**config.mk**
```make
export PLATFORM = sky130hd
export DESIGN_NAME = prx_rx_decode
export DESIGN_NICKNAME = d
export VERILOG_FILES = /design/src/core/prx_pkg.sv /design/src/core/prx_decode.sv /design/src/core/prx_descrambler.sv /design/src/core/prx_rx_decode.sv
export VERILOG_INCLUDE_DIRS = /design/src /design/src/core
export SDC_FILE = /design/constraint.sdc
export NUM_CORES = 1
export LEC_CHECK = 0
export ABC_AREA = 1
export BUFFER_PORTS_ARGS = -buffer_cell sky130_fd_sc_hd__buf_2
export CORE_MARGIN = 1.5
export CORE_UTILIZATION = 40
export DETAILED_ROUTE_END_ITERATION = 16
export GPL_TIMING_DRIVEN = 0
export PLACE_DENSITY = 0.62
export RECOVER_POWER = 50
export SETUP_SLACK_MARGIN = 0.3
export SKIP_CTS_REPAIR_TIMING = 1
export SYNTH_ARGS = -nofsm -noshare
export SYNTH_HDL_FRONTEND = slang
export SYNTH_SLANG_ARGS = --single-unit
```
**constraint.sdc**
```tcl
create_clock -name clk_i -period 1.65 [get_ports clk_i]
set_input_delay 0 -clock clk_i [delete_from_list [all_inputs] [get_ports clk_i]]
set_output_delay 0 -clock clk_i [all_outputs]
set_load 0.02 [all_outputs]
```
**src/core/prx_regs.svh**
```systemverilog
// register offsets, field positions, symbol codes and indication codes
// assumes an includer that needs plain constants only
`ifndef PRX_REGS_SVH
`define PRX_REGS_SVH

`define PRX_ADR_CTRL      8'h00
`define PRX_ADR_STATUS    8'h04
`define PRX_ADR_JABCNT    8'h08
`define PRX_CTRL_LOOP_BIT 0
`define PRX_CTRL_RESET    32'h0000_0000
`define PRX_JAB_WIDTH     16

`define PRX_SYM_IDLE      5'h1f
`define PRX_SYM_SYNC      5'h18
`define PRX_SYM_SSD       5'h11
`define PRX_SYM_ESD       5'h0d
`define PRX_SYM_ESDOK     5'h07
`define PRX_SYM_ESDERR    5'h04
`define PRX_SYM_ESDJAB    5'h19
`define PRX_SYM_BEACON    5'h08

`define PRX_NIB_PREAMBLE  4'h5
`define PRX_NIB_BEACON    4'h2
`define PRX_NIB_COMMIT    4'h3
`define PRX_LOCK_SYMBOLS  4'h9
`define PRX_SCR_RESET     17'h0_0000

`endif

```
**src/core/prx_pkg.sv**
```systemverilog
// types shared by the receive coding logic
// assumes prx_regs.svh for the numeric constants
package prx_pkg;
	typedef enum logic [2:0] {
		PRX_ST_WAIT = 3'b000,
		PRX_ST_SSD  = 3'b001,
		PRX_ST_LOCK = 3'b010,
		PRX_ST_DATA = 3'b011,
		PRX_ST_END  = 3'b100
	} prx_state_t;
endpackage : prx_pkg

```
**src/core/prx_decode.sv**
```systemverilog
// reverse 4b/5b lookup of one received symbol
// assumes a symbol stable while it is read; purely combinational
`timescale 1ns/1ps
module prx_decode (
	input  wire logic [4:0] sym_i,
	output logic      [3:0] raw_nibble_o,
	output logic            valid_o
);
	always_comb begin
		valid_o      = 1'b1;
		raw_nibble_o = 4'h0;
		case (sym_i)
			5'h1e: raw_nibble_o = 4'h0;
			5'h09: raw_nibble_o = 4'h1;
			5'h14: raw_nibble_o = 4'h2;
			5'h15: raw_nibble_o = 4'h3;
			5'h0a: raw_nibble_o = 4'h4;
			5'h0b: raw_nibble_o = 4'h5;
			5'h0e: raw_nibble_o = 4'h6;
			5'h0f: raw_nibble_o = 4'h7;
			5'h12: raw_nibble_o = 4'h8;
			5'h13: raw_nibble_o = 4'h9;
			5'h16: raw_nibble_o = 4'ha;
			5'h17: raw_nibble_o = 4'hb;
			5'h1a: raw_nibble_o = 4'hc;
			5'h1b: raw_nibble_o = 4'hd;
			5'h1c: raw_nibble_o = 4'he;
			5'h1d: raw_nibble_o = 4'hf;
			// unmapped code: nibble left arbitrary (zero)
			default: valid_o = 1'b0;
		endcase
	end
endmodule : prx_decode

```
**src/core/prx_descrambler.sv**
```systemverilog
// self-synchronizing descrambler, one nibble per step
// assumes step_i is a one-cycle pulse on clk_i
`timescale 1ns/1ps
`include "prx_regs.svh"
module prx_descrambler (
	input  wire logic       clk_i,
	input  wire logic       rst_i,
	input  wire logic       step_i,
	input  wire logic [3:0] raw_nibble_i,
	output logic      [3:0] clear_nibble_o
);
	logic [16:0] state;

	function automatic logic [20:0] descr(input logic [16:0] s, input logic [3:0] d);
		logic [16:0] t;
		logic [3:0]  c;
		t = s;
		c = 4'h0;
		for (int i = 0; i < 4; i++) begin
			c[i] = d[i] ^ t[13] ^ t[16];
			t    = {t[15:0], d[i]};
		end
		return {t, c};
	endfunction : descr

	logic [20:0] next_all;
	assign next_all       = descr(state, raw_nibble_i);
	assign clear_nibble_o = next_all[3:0];

	always_ff @(posedge clk_i) begin
		if (rst_i) begin
			state <= `PRX_SCR_RESET;
		end else if (step_i) begin
			state <= next_all[20:4];
		end
	end
endmodule : prx_descrambler

```
**src/core/prx_rx_decode.sv**
```systemverilog
// receive decode, descramble, loopback, crs/col for a 10 Mb/s multidrop phy
// assumes pma symbol, link clock, carrier and corruption inputs are asynchronous
// to clk_i; mac transmit inputs are on clk_i; wishbone classic slave on clk_i
// Operation
// - decode symbol, then descramble the nibble
// - unmapped symbol in data raises receive error
// - descrambler shares transmit polynomial, 17 bits
// - nibble bits enter lsb first
// - pcs reset resets descrambler state
// - idle ticks may feed arbitrary bits
// - symbol tick fires per received symbol
// - count jabber end delimiters for software
// - loopback bit enables pcs loopback
// - loopback returns transmit nibbles on receive
// - loopback isolates medium, blocks transmission
// - col while corruption lasts and transmitting
// - col when others transmit with us
// - crs on collision of other stations
// - crs follows medium carrier indication
// - constant states false carrier support
// - symbol n is the beacon
// - two beacons give beacon indication
// - two syncs give commit indication
// - skip nine symbols after second ssd
// - send nibble five while locking
`timescale 1ns/1ps
`include "prx_regs.svh"
module prx_rx_decode
	import prx_pkg::*;
#(
	parameter bit FALSE_CARRIER_OPTION = 1'b0
) (
	input  wire logic        clk_i,
	input  wire logic        rst_i,
	input  wire logic        wb_cyc_i,
	input  wire logic        wb_stb_i,
	input  wire logic        wb_we_i,
	input  wire logic [7:0]  wb_adr_i,
	input  wire logic [3:0]  wb_sel_i,
	input  wire logic [31:0] wb_dat_i,
	output logic      [31:0] wb_dat_o,
	output logic             wb_ack_o,
	input  wire logic        pma_rxclk_i,
	input  wire logic [4:0]  pma_sym_i,
	input  wire logic        pma_crs_i,
	input  wire logic        pma_corrupt_i,
	input  wire logic        tx_en_i,
	input  wire logic        tx_er_i,
	input  wire logic [3:0]  txd_i,
	output logic             pma_tx_en_o,
	output logic             pma_tx_er_o,
	output logic      [3:0]  pma_txd_o,
	output logic      [3:0]  rxd_o,
	output logic             rx_dv_o,
	output logic             rx_er_o,
	output logic             crs_o,
	output logic             col_o
);
	logic [7:0]  sync1;
	logic [7:0]  sync2;
	logic        clk_s3;
	logic        tick;
	logic [4:0]  sym;
	logic        crs_s;
	logic        corrupt_s;
	logic        loopback;
	logic [`PRX_JAB_WIDTH-1:0] jab_count;
	prx_state_t  state;
	logic [3:0]  lock_cnt;
	logic        beacon_seen;
	logic        sync_seen;
	logic [3:0]  raw_nibble;
	logic        raw_valid;
	logic [3:0]  clear_nibble;
	logic        jab_event;
	logic        wb_req;
	logic        jab_clear;

	// two-flop synchronisers; the second stage is read, and a third flop on the link clock is read for edge detect
	always_ff @(posedge clk_i) begin
		if (rst_i) begin
			sync1  <= 8'h00;
			sync2  <= 8'h00;
			clk_s3 <= 1'b0;
		end else begin
			sync1  <= {pma_rxclk_i, pma_crs_i, pma_corrupt_i, pma_sym_i};
			sync2  <= sync1;
			clk_s3 <= sync2[7];
		end
	end
	assign crs_s     = sync2[6];
	assign corrupt_s = sync2[5];
	assign sym       = sync2[4:0];
	assign tick      = sync2[7] & ~clk_s3;

	prx_decode u_decode (
		.sym_i        (sym),
		.raw_nibble_o (raw_nibble),
		.valid_o      (raw_valid)
	);

	// clocked every tick, invalid codes feed zero
	prx_descrambler u_descr (
		.clk_i          (clk_i),
		.rst_i          (rst_i),
		.step_i         (tick),
		.raw_nibble_i   (raw_nibble),
		.clear_nibble_o (clear_nibble)
	);

	// receive sequencing
	always_ff @(posedge clk_i) begin
		if (rst_i) begin
			state       <= PRX_ST_WAIT;
			lock_cnt    <= 4'h0;
			beacon_seen <= 1'b0;
			sync_seen   <= 1'b0;
		end else if (tick) begin
			case (state)
				PRX_ST_WAIT: begin
					beacon_seen <= (sym == `PRX_SYM_BEACON);
					sync_seen   <= (sym == `PRX_SYM_SYNC);
					if (sym == `PRX_SYM_SSD && sync_seen) begin
						state <= PRX_ST_SSD;
					end
				end
				PRX_ST_SSD: begin
					lock_cnt <= 4'h0;
					state    <= (sym == `PRX_SYM_SSD) ? PRX_ST_LOCK : PRX_ST_WAIT;
				end
				PRX_ST_LOCK: begin
					lock_cnt <= lock_cnt + 4'h1;
					if (lock_cnt == `PRX_LOCK_SYMBOLS - 4'h1) begin
						state <= PRX_ST_DATA;
					end
				end
				PRX_ST_DATA: begin
					if (sym == `PRX_SYM_ESD) begin
						state <= PRX_ST_END;
					end else if (sym == `PRX_SYM_IDLE) begin
						state <= PRX_ST_WAIT;
					end
				end
				default: begin
					beacon_seen <= 1'b0;
					sync_seen   <= 1'b0;
					state       <= PRX_ST_WAIT;
				end
			endcase
		end
	end

	// receive outputs; in loopback the transmit path is returned each cycle
	always_ff @(posedge clk_i) begin
		if (rst_i) begin
			rxd_o   <= 4'h0;
			rx_dv_o <= 1'b0;
			rx_er_o <= 1'b0;
		end else if (loopback) begin
			rxd_o   <= txd_i;
			rx_dv_o <= tx_en_i;
			rx_er_o <= tx_er_i;
		end else if (tick) begin
			rxd_o   <= 4'h0;
			rx_dv_o <= 1'b0;
			rx_er_o <= 1'b0;
			case (state)
				PRX_ST_WAIT: begin
					if (sym == `PRX_SYM_BEACON && beacon_seen) begin
						rx_er_o <= 1'b1;
						rxd_o   <= `PRX_NIB_BEACON;
					end else if (sym == `PRX_SYM_SYNC && sync_seen) begin
						rx_er_o <= 1'b1;
						rxd_o   <= `PRX_NIB_COMMIT;
					end
				end
				PRX_ST_LOCK: begin
					rx_dv_o <= 1'b1;
					rxd_o   <= `PRX_NIB_PREAMBLE;
				end
				PRX_ST_DATA: begin
					if (sym != `PRX_SYM_ESD && sym != `PRX_SYM_IDLE) begin
						rx_dv_o <= 1'b1;
						rxd_o   <= clear_nibble;
						rx_er_o <= ~raw_valid;
					end
				end
				PRX_ST_END: begin
					rx_er_o <= (sym == `PRX_SYM_ESDJAB) || (sym == `PRX_SYM_ESDERR);
				end
				default: begin
					rx_er_o <= 1'b0;
				end
			endcase
		end
	end

	assign pma_tx_en_o = tx_en_i & ~loopback;
	assign pma_tx_er_o = tx_er_i & ~loopback;
	assign pma_txd_o   = txd_i;

	// carrier and collision, registered for clean mii levels
	always_ff @(posedge clk_i) begin
		if (rst_i) begin
			crs_o <= 1'b0;
			col_o <= 1'b0;
		end else begin
			crs_o <= loopback ? tx_en_i : crs_s;
			col_o <= tx_en_i & corrupt_s & ~loopback;
		end
	end

	// wishbone slave, one wait state, unmapped reads give zero
	assign wb_req    = wb_cyc_i & wb_stb_i & ~wb_ack_o;
	assign jab_clear = wb_req & wb_we_i & (wb_adr_i == `PRX_ADR_JABCNT) & wb_sel_i[0];
	assign jab_event = tick & ~loopback & (state == PRX_ST_END) & (sym == `PRX_SYM_ESDJAB);

	always_ff @(posedge clk_i) begin
		if (rst_i) begin
			wb_ack_o <= 1'b0;
			wb_dat_o <= 32'h0000_0000;
		end else begin
			wb_ack_o <= wb_req;
			wb_dat_o <= 32'h0000_0000;
			if (wb_req && !wb_we_i) begin
				if (wb_adr_i == `PRX_ADR_CTRL) begin
					wb_dat_o <= {31'h0000_0000, loopback};
				end else if (wb_adr_i == `PRX_ADR_STATUS) begin
					wb_dat_o <= {24'h00_0000, 1'b0, FALSE_CARRIER_OPTION, crs_s, corrupt_s,
						1'b0, state};
				end else if (wb_adr_i == `PRX_ADR_JABCNT) begin
					wb_dat_o <= {16'h0000, jab_count};
				end
			end
		end
	end

	always_ff @(posedge clk_i) begin
		if (rst_i) begin
			loopback <= 1'(`PRX_CTRL_RESET);
		end else if (wb_req && wb_we_i && wb_adr_i == `PRX_ADR_CTRL && wb_sel_i[0]) begin
			loopback <= wb_dat_i[`PRX_CTRL_LOOP_BIT];
		end
	end

	// an event with a clear in the same cycle leaves a count of one; counter saturates
	always_ff @(posedge clk_i) begin
		if (rst_i) begin
			jab_count <= '0;
		end else if (jab_event) begin
			jab_count <= jab_clear ? `PRX_JAB_WIDTH'(1) :
				(&jab_count ? jab_count : jab_count + `PRX_JAB_WIDTH'(1));
		end else if (jab_clear) begin
			jab_count <= '0;
		end
	end

	loop_return_a: assert property (@(posedge clk_i) disable iff (rst_i)
		loopback |=> (rxd_o == $past(txd_i)) && (rx_dv_o == $past(tx_en_i)))
		else $error("loopback data not returned");

	tx_block_a: assert property (@(posedge clk_i) disable iff (rst_i)
		loopback |-> !pma_tx_en_o)
		else $error("transmit reached medium in loopback");

	col_release_a: assert property (@(posedge clk_i) disable iff (rst_i)
		!tx_en_i |=> !col_o)
		else $error("col held without transmit enable");

	col_raise_a: assert property (@(posedge clk_i) disable iff (rst_i)
		(tx_en_i && corrupt_s && !loopback) |=> col_o)
		else $error("col missing during collision");

	crs_map_a: assert property (@(posedge clk_i) disable iff (rst_i)
		!loopback |=> (crs_o == $past(crs_s)))
		else $error("crs does not follow carrier");

	rx_tick_only_a: assert property (@(posedge clk_i) disable iff (rst_i)
		(!tick && !loopback) |=> $stable(rxd_o) && $stable(rx_dv_o))
		else $error("receive output changed between ticks");

	lock_five_a: assert property (@(posedge clk_i) disable iff (rst_i)
		(tick && !loopback && state == PRX_ST_LOCK) |=> rx_dv_o && (rxd_o == 4'h5))
		else $error("preamble nibble missing while locking");

	lock_len_a: assert property (@(posedge clk_i) disable iff (rst_i)
		(tick && state == PRX_ST_LOCK && lock_cnt == 4'h8) |=> (state == PRX_ST_DATA))
		else $error("lock interval not nine symbols");

	bad_code_a: assert property (@(posedge clk_i) disable iff (rst_i)
		(tick && !loopback && state == PRX_ST_DATA && !raw_valid
			&& sym != `PRX_SYM_ESD && sym != `PRX_SYM_IDLE) |=> rx_er_o && rx_dv_o)
		else $error("unmapped symbol without rx error");

	jab_count_a: assert property (@(posedge clk_i) disable iff (rst_i)
		(jab_event && !jab_clear && !(&jab_count)) |=> (jab_count == $past(jab_count) + 16'h1))
		else $error("jabber event not counted");
endmodule : prx_rx_decode

```
After elaboration in Yosys (flattened, before gate mapping)
Index checks and enable logic that the tools add are counted.
Cells by class
  add/subtract/negate cells: 2
  multipliers: 0
  divide/modulo/power cells: 0
  $lt $le $gt $ge: 0
  equality and inequality tests: 36
  shift operators: 0
  muxes and demuxes: 35
  bitwise gates (word level): 28
  reductions and logical operators: 26
Operators by type and width (count)
  $eq 5x5->1 const B: 15
  $mux 16: 4
  $pmux 4 s15: 1
  $eq 5x4->1 const B: 7
  $add 16x1->16 const B: 1
  $reduce_and 16->1: 1
  $reduce_or 16->1: 1
  $and 1x1->1: 13
  $mux 3: 4
  $mux 4: 3
  $mux 6: 2
  $pmux 3 s4: 1
  $pmux 4 s3: 1
  $mux 1: 11
  $eq 8x3->1 const B: 1
  $eq 8x4->1 const B: 1
  $logic_and 1x1->1: 8
  $logic_not 8->1: 1
  $pmux 4 s2: 1
  $xor 1x1->1: 8
  $not 1->1: 7
  $eq 3x2->1 const B: 2
  $mux 2: 3
  $ne 2x2->1 const B: 3
  20 further kinds: 27
Storage, ports and cells
  bits in registers: 101
  latch bits: 0
  memory bits (writable): 0
  memory bits (read-only): 0
  input port bits: 63
  logic and storage cells: 147
  memories: 0

Depth between registers and ports, before layout
Gate-level depths: netlist (run 1).
  depth after elaboration: 8
  depth in mapped cells: 12
  depth with buffers taken out: 11

Hierarchy
From an unflattened synthesis (run 1), not the netlist that was laid out.
Second synthesis, totals
  cells, all modules: 614
  area, all modules: 4319.1 um^2
By module, submodules not included
  prx_rx_decode: times used 1, cells an instance 471, area each 3343.2 um^2, sequential area each 1361.3 um^2
  prx_descrambler: times used 1, cells an instance 109, area each 815.8 um^2, sequential area each 340.3 um^2
  prx_decode: times used 1, cells an instance 34, area each 160.2 um^2, sequential area each 0.0 um^2

Least setup slack after synthesis (run 1)
Ideal clock, no wire load.
  path type: reg2reg
  start: register jab_count[1]
  end: register jab_count[10]
  data arrival time: 1.442 ns
  data required time: 1.581 ns
  path slack: 0.139 ns
  stages on the path, launching flop included: 11
  path buffers: 1
  clock period less this slack: 1.511 ns
  path through: dfxtp_1 > ha_1 > nand3_1 > inv_2 > nand2_4 > nor2_4 > nand2_2 > nand2_4 > buf_12 > nand2_2 > a21oi_2
Between the ends
  longest elaborated chain between the ends: 4
  elaborated cells between the ends (all ways): 7
  those cells by class: 1 x add/sub; 1 x eq/ne; 3 x mux; 2 x reduce/logical
Ends and longest elaborated chain
  from (decl): RTL line prx_rx_decode.sv:67  | logic [`PRX_JAB_WIDTH-1:0] jab_count;
  from (signal assigned): RTL line prx_rx_decode.sv:251  | jab_count <= jab_clear ? `PRX_JAB_WIDTH'(1) :
  $add 16x1->16: RTL line prx_rx_decode.sv:252  | (&jab_count ? jab_count : jab_count + `PRX_JAB_WIDTH'(1));
  $mux 16: RTL line prx_rx_decode.sv:252
  $mux 16: RTL line prx_rx_decode.sv:251
  $mux 16: RTL line prx_rx_decode.sv:250  | end else if (jab_event) begin
Several ways; a longest one is shown, not always the timed one. The select of a mux whose other input is x is not followed.
A chain may end at the register's enable or synchronous reset.

Worst setup path after layout (run 1)
  start: register jab_count[1]
  end: register jab_count[11]
Same word-level chain as after synthesis.

==> flow_metrics.tcl, run 1 <==
set metrics [dict create \
    cts-root-buf "clkbuf_8" \
    m1WireLength_microns 5226 \
    drc_errors 0 \
    pin_count 110 \
    required_ps 1940 \
    vias_per_cell 4.881 \
    rows 37 \
    syn_avg_cell_area_sq_um 6.938 \
    setup_viol 0 \
    dieArea_sq_um 11100 \
    clock_sinks 85 \
    cts_buffers 9 \
    start_kind "register" \
    io_buffers 58 \
    ys_seq_area_share_pct 40.61 \
    top_layer "met4" \
    rrSetupSlack_ps 30 \
    finalHoldWorstSlack_ps -37.12 \
    crit_family "simple AND/OR/NAND/NOR gates" \
    wire_per_inst_microns 13.11 \
    ys_ff_latch 85 \
    cp.arrival_ps 1910 \
    final.setup.tns_ps 0 \
    synth_commonest_cells "105 x nor2_1, 101 x nand2_1, 85 x dfxtp_1, 83 x inv_1, 43 x nand3_1" \
    yosysTopAreaCell "dfxtp_1" \
    p_per_area_nw_per_um2 665.3 \
    met2WireLength_microns 5225 \
    peakVddDrop_mv 0.3294 \
    core_area_sq_um 10230 \
    ys_top_cells_by_area "dfxtp_1 41%, nor2_1 9.4%, nand2_1 9.0%" \
    grt_antenna_before_repair 0 \
    yosysWarnings 0 \
    power.leakage_nw 2.380 \
    wl_met3_microns 627 \
    die_y_microns 105.4 \
    netlist_area_sq_um 4190 \
    area_growth_pct 36.88 \
    cp_num_buf_inv 2 \
    path_cells "ha_4 -> nand3_4 -> inv_4 -> nand2_4 -> nor2_4 -> nand2_2 -> nand2_4 -> buf_12 -> nand2_2 -> a21oi_2" \
    cp_slowest_cell "dfxtp_4" \
    cp.depth 10 \
    maxCapViolCount 0 \
    synthMostInstantiatedCell "nor2_1" \
    grt_use_total_pct 19.54 \
    initial_core_util_pct 40.96 \
    report.final.slew_viol_count 0 \
    hold_viol 3 \
    wirelength_microns 11250 \
    drt_iter0_drc 175 \
    min_period_ps 1617 \
    synth-edff-count 0 \
    clk_latency_ps 360 \
    die_x_microns 105.4 \
    diodes 0 \
    fmax_mhz 618.2 \
    fin_worst_skew_ps 10.29 \
    hp-class "in2reg" \
    max_stage_delay_ps 380 \
    clkTransAtPathRegs_ps 80 \
    tightestPinTransition_ps 752.8 \
    grt_overflow 0 \
    status "complete, but fails checks" \
    dr.pass1.iters 7 \
    critical_path_class "reg2reg" \
    finalNetCount 785 \
    vias 4188 \
    grt_pass1_vias 3632 \
    clock_path_buffers 2 \
    ant_nets 0 \
    synth_top_area_share_pct 40.61 \
    dp_hpwl_microns 7815 \
    crit_path_end_kind "register" \
    htree_levels 3 \
    ys_types 36 \
    synthFlopType "dfxtp_1" \
    crit_path_max_fanout 10 \
    whs_path_depth 4 \
    gp_congestion 0.8672 \
    slew_headroom_pct 49.81 \
    grt_max_degree 13 \
    worst-r2r-cell-count 10 \
    syn_inst 604 \
    async_reset_ff_share_pct 0 \
    fin_crit_sh_pct 98.03 \
    grt_pass1_wl_microns 17190 \
    cts_tree "built" \
    drive_gt1_share_pct 31.58 \
    violations "negative hold slack" \
    rsz0062_at_grt "yes" \
]
==> cell type report <==
type | instances | area [sq um]
buffer | 40 | 327.8
clock buffer | 12 | 155.1
clock inverter | 2 | 10.01
fill | 998 | 4496
inverter | 86 | 360.3
multi-input combinational | 408 | 2440
sequential | 85 | 1727
tap | 136 | 170.2
timing repair buffer | 89 | 545.5
==> path summary, 6_finish.rpt <==
check,start,end
worst max-delay path,jab_count[1]$_SDFFE_PP0P_,jab_count[11]$_SDFFE_PP0P_
worst min-delay path,wb_we_i,wb_dat_o[0]$_SDFF_PP0_
worst max register to register,jab_count[1]$_SDFFE_PP0P_,jab_count[11]$_SDFFE_PP0P_
worst min register to register,sync1[4]$_SDFF_PP0_,sync2[4]$_SDFF_PP0_
==> layer usage <==
metal / track usage, % / vias up
met2: 30.95 / 134
met1: 26.62 / 1934
li1: - / 2100
met3: 3.030 / 20
met5: 0 / -
met4: 7.828 / 0
==> worst min-delay path, stage by stage <==
cell	delay (ps)
buf_2	110
nor3_4	50
o211ai_1	80
inv_1	40
==> logic make-up (layout without fill, tap and decap cells) <==
logic type	Yosys count	after routing	synth area share [%]
simple gates	297	297	31.41
buf+inv	126	229	13.91
flops	85	85	40.61
compound gates	83	83	11.20
xor+xnor	9	9	1.881
fa+ha+maj	3	3	0.8959
other cells	1	16	0.08949
==> cell usage in the layout, fill, tap and decap left out, types with 3 or more instances in the layout <==
cell	count
nand2_4	8
buf_6	12
dfxtp_2	5
nand3_1	30
nand2_2	24
nor3_1	4
buf_4	33
dfxtp_1	75
nand3_2	6
buf_2	32
clkbuf_1	36
o211ai_1	3
clkinv_4	3
inv_4	6
a21oi_2	16
o21ai_0	20
o21ai_1	10
a21oi_1	22
nand3_4	7
nand2_1	85
nor2_1	76
nor2_2	12
nor2_4	22
dlygate4sd3_1	11
nor3_2	3
conb_1	16
xor2_1	7
inv_1	73
buf_8	3
o21ai_2	3
clkbuf_8	11
dfxtp_4	5
nand4_1	13
==> report_power, final <==
group	leakage (nW)	switching, mW	internal [mW]
clock network	0.0881	0.712	0.609
logic	1.60	0.228	0.158
registers	0.696	0.0222	2.09
==> per-stage QoR <==
step | power [mW] | cells | cell area, sq um | utilization, % | setup WS [ps]
after floorplan | 2.381 | 619 | 4282 | - | 222.8
after global placement | 2.467 | 813 | 4742 | 46.35 | -19.42
after detailed placement | 2.473 | 813 | 4742 | 46.35 | 6.684
after CTS | 3.788 | 827 | 4907 | 47.96 | -16.05
after global routing | 3.975 | 858 | 5736 | 56.06 | -47.62
final | 3.816 | 858 | 5736 | 56.06 | 32.53
==> registers in the layout, summed over array words and instances, names as in the netlist <==
signal,cells
jab_count,16
lock_cnt,4
wb_dat_o,16
rx_dv_o,1
beacon_seen,1
sync2,8
clk_s3,1
crs_o,1
wb_ack_o,1
sync1,8
rxd_o,4
col_o,1
sync_seen,1
u_descr.state,17
state,3
loopback,1
rx_er_o,1
Note: power is estimated with default switching activity, not from simulation.
==> run 2: changes to the inputs <==
==> constraint.sdc (replaced) <==
create_clock -name clk_i -period 1.65 [get_ports clk_i]
set_input_delay 0.33 -clock clk_i [delete_from_list [all_inputs] [get_ports clk_i]]
set_output_delay 0.33 -clock clk_i [all_outputs]
set_load 0.02 [all_outputs]
==> flow_metrics.tcl, run 2 (synthesized netlist as in run 1, its figures left out) <==
set metrics [dict create \
    worst-r2r-cell-count 10 \
    io_buffers 58 \
    p_comb_share_pct 9.7 \
    status "complete, no violations" \
    fin_ws_ps 30.03 \
    tightestPinTransition_ps 777.2 \
    hp-class "in2reg" \
    mostFrequentLayoutCell "nand2_1" \
    htree_levels 3 \
    finalNetCount 775 \
    fin_worst_skew_ps 14.46 \
    rows 37 \
    pin_count 110 \
    placed_cell_area_sq_um 4742 \
    grt_pass1_vias 3632 \
    grt_antenna_before_repair 0 \
    finalHoldWorstSlack_ps 157.5 \
    multi_input_area_sq_um 2422 \
    mostFrequentLayoutCells "84 x nand2_1, 77 x nor2_1, 75 x dfxtp_1" \
    drt_iter0_drc 157 \
    grt_overflow 0 \
    clock_path_buffers 2 \
    clkPwrFrac_pct 34.9 \
    peakVddDrop_mv 0.3424 \
    reg2reg_to "jab_count[11]$_SDFFE_PP0P_" \
    crit_path_end_kind "register" \
    clkTransAtPathRegs_ps 90 \
    core_area_sq_um 10230 \
    final.setup.tns_ps 0 \
    clk_latency_ps 370 \
    cts_buffers 9 \
    required_ps 1940 \
    whs_path_depth 3 \
    cts_tree "built" \
    cts-root-buf "clkbuf_8" \
    critical_path_class "reg2reg" \
    grt_max_degree 13 \
    top_register "u_descr.state" \
    seq_power_share_pct 55.3 \
    grt_pass1_wl_microns 17190 \
    dieArea_sq_um 11100 \
    fin_crit_sh_pct 98.18 \
    area_growth_pct 34.52 \
    wire_per_inst_microns 13.19 \
    largest_reg_flops 17 \
    power.leakage_nw 2.344 \
    post-place-ws_ps 6.684 \
    gp_congestion 0.8672 \
    final_cell_area_sq_um 5637 \
    wirelength_microns 11180 \
    vias 4141 \
    dr.pass1.iters 4 \
    start_kind "register" \
    hold_viol 0 \
    min_period_ps 1620 \
    initial_core_util_pct 40.96 \
    rsz0062_at_grt "yes" \
    fill_cells 1015 \
    maxCapViolCount 0 \
    r2r-start "jab_count[1]$_SDFFE_PP0P_" \
    crit_path_end "jab_count[11]$_SDFFE_PP0P_" \
    switchingPower_mw 0.9715 \
    report.final.slew_viol_count 0 \
    die_y_microns 105.4 \
    diodes 0 \
    die_x_microns 105.4 \
    dp_hpwl_microns 7815 \
    crit_path_max_fanout 10 \
    cp.arrival_ps 1910 \
    internal_power_mw 2.840 \
    vias_per_cell 4.883 \
    grt_use_total_pct 19.54 \
    finalPower_mw 3.811 \
    rrSetupSlack_ps 30 \
    fmax_mhz 617.3 \
    seqCellArea_sq_um 1727 \
    swShare_pct 25.49 \
    clock_sinks 85 \
    crit_start "jab_count[1]$_SDFFE_PP0P_" \
    reg.largest.list "u_descr.state (17), jab_count (16), wb_dat_o (16)" \
    setup_viol 0 \
    slew_headroom_pct 48.19 \
    p_per_area_nw_per_um2 676.1 \
    drive_gt1_share_pct 32.87 \
    drc_errors 0 \
    ant_nets 0 \
]
==> run 2: cell types whose count changed in the layout (fill, tap and decap cells not counted), moves of 2 or more <==
| cell | delta |
|---|---|
| nor2_4 | +2 |
| clkbuf_1 | -3 |
| dlygate4sd3_1 | -11 |
| nand3_2 | +2 |
| nor2_2 | -3 |
| nand3_4 | -2 |
| nand2_2 | +2 |
==> run 2: power groups by stage <==
| stage | Combinational (mW) | Sequential (mW) | Clock, mW |
|---|---|---|---|
| final | 0.371 | 2.11 | 1.33 |
| after detailed placement | 0.312 | 2.16 | 0 |
| after global routing | 0.407 | 2.11 | 1.44 |
| after global placement | 0.308 | 2.16 | 0 |
| after CTS | 0.313 | 2.11 | 1.36 |
| after floorplan | 0.223 | 2.16 | 0 |
==> run 2: through the flow <==
step           utilization, %  instances
4_1_cts                 47.96        827
6_report                55.09        848
2_1_floorplan               -        619
5_1_grt                 55.09        848
3_3_place_gp            46.35        813
3_5_place_dp            46.35        813
==> run 2: cell type report <==
type	count	area share, %
Buffer	40	5.905
Sequential cell	85	30.63
Inverter	86	6.393
Timing Repair Buffer	79	8.146
Multi-Input combinational cell	408	42.97
Clock buffer	12	2.752
Tap cell	136	3.019
Clock inverter	2	0.1776
==> run 2: metal layers <==
layer | track usage [%] | part of all wire, % | vias to the layer above | routed length, microns
met3 | 3.030 | 6.1 | 20 | 680
met4 | 7.828 | 1.8 | 0 | 201
met1 | 26.62 | 47 | 1913 | 5217
li1 | - | - | 2081 | -
met2 | 30.95 | 45 | 127 | 5082
met5 | 0 | 0 | - | 0
==> run 2: how the worst min path moves through the flow <==
stage / startpoint / to
finish: pma_corrupt_i / sync1[5]$_SDFF_PP0_
CTS: pma_corrupt_i / sync1[5]$_SDFF_PP0_
global placement: sync1[2]$_SDFF_PP0_ / sync2[2]$_SDFF_PP0_
global route: pma_crs_i / sync1[6]$_SDFF_PP0_
detailed placement: sync1[4]$_SDFF_PP0_ / sync2[4]$_SDFF_PP0_
floorplan: sync1[0]$_SDFF_PP0_ / sync2[0]$_SDFF_PP0_
==> run 2: worst max-delay path, stage by stage, from the launching register on <==
cell and delay [ps]:
dfxtp_4 380, ha_4 190, nand3_4 120, inv_4 90
nand2_4 50, nor2_4 140, nand2_2 110, nand2_4 120
buf_12 150, nand2_2 60, a21oi_2 130
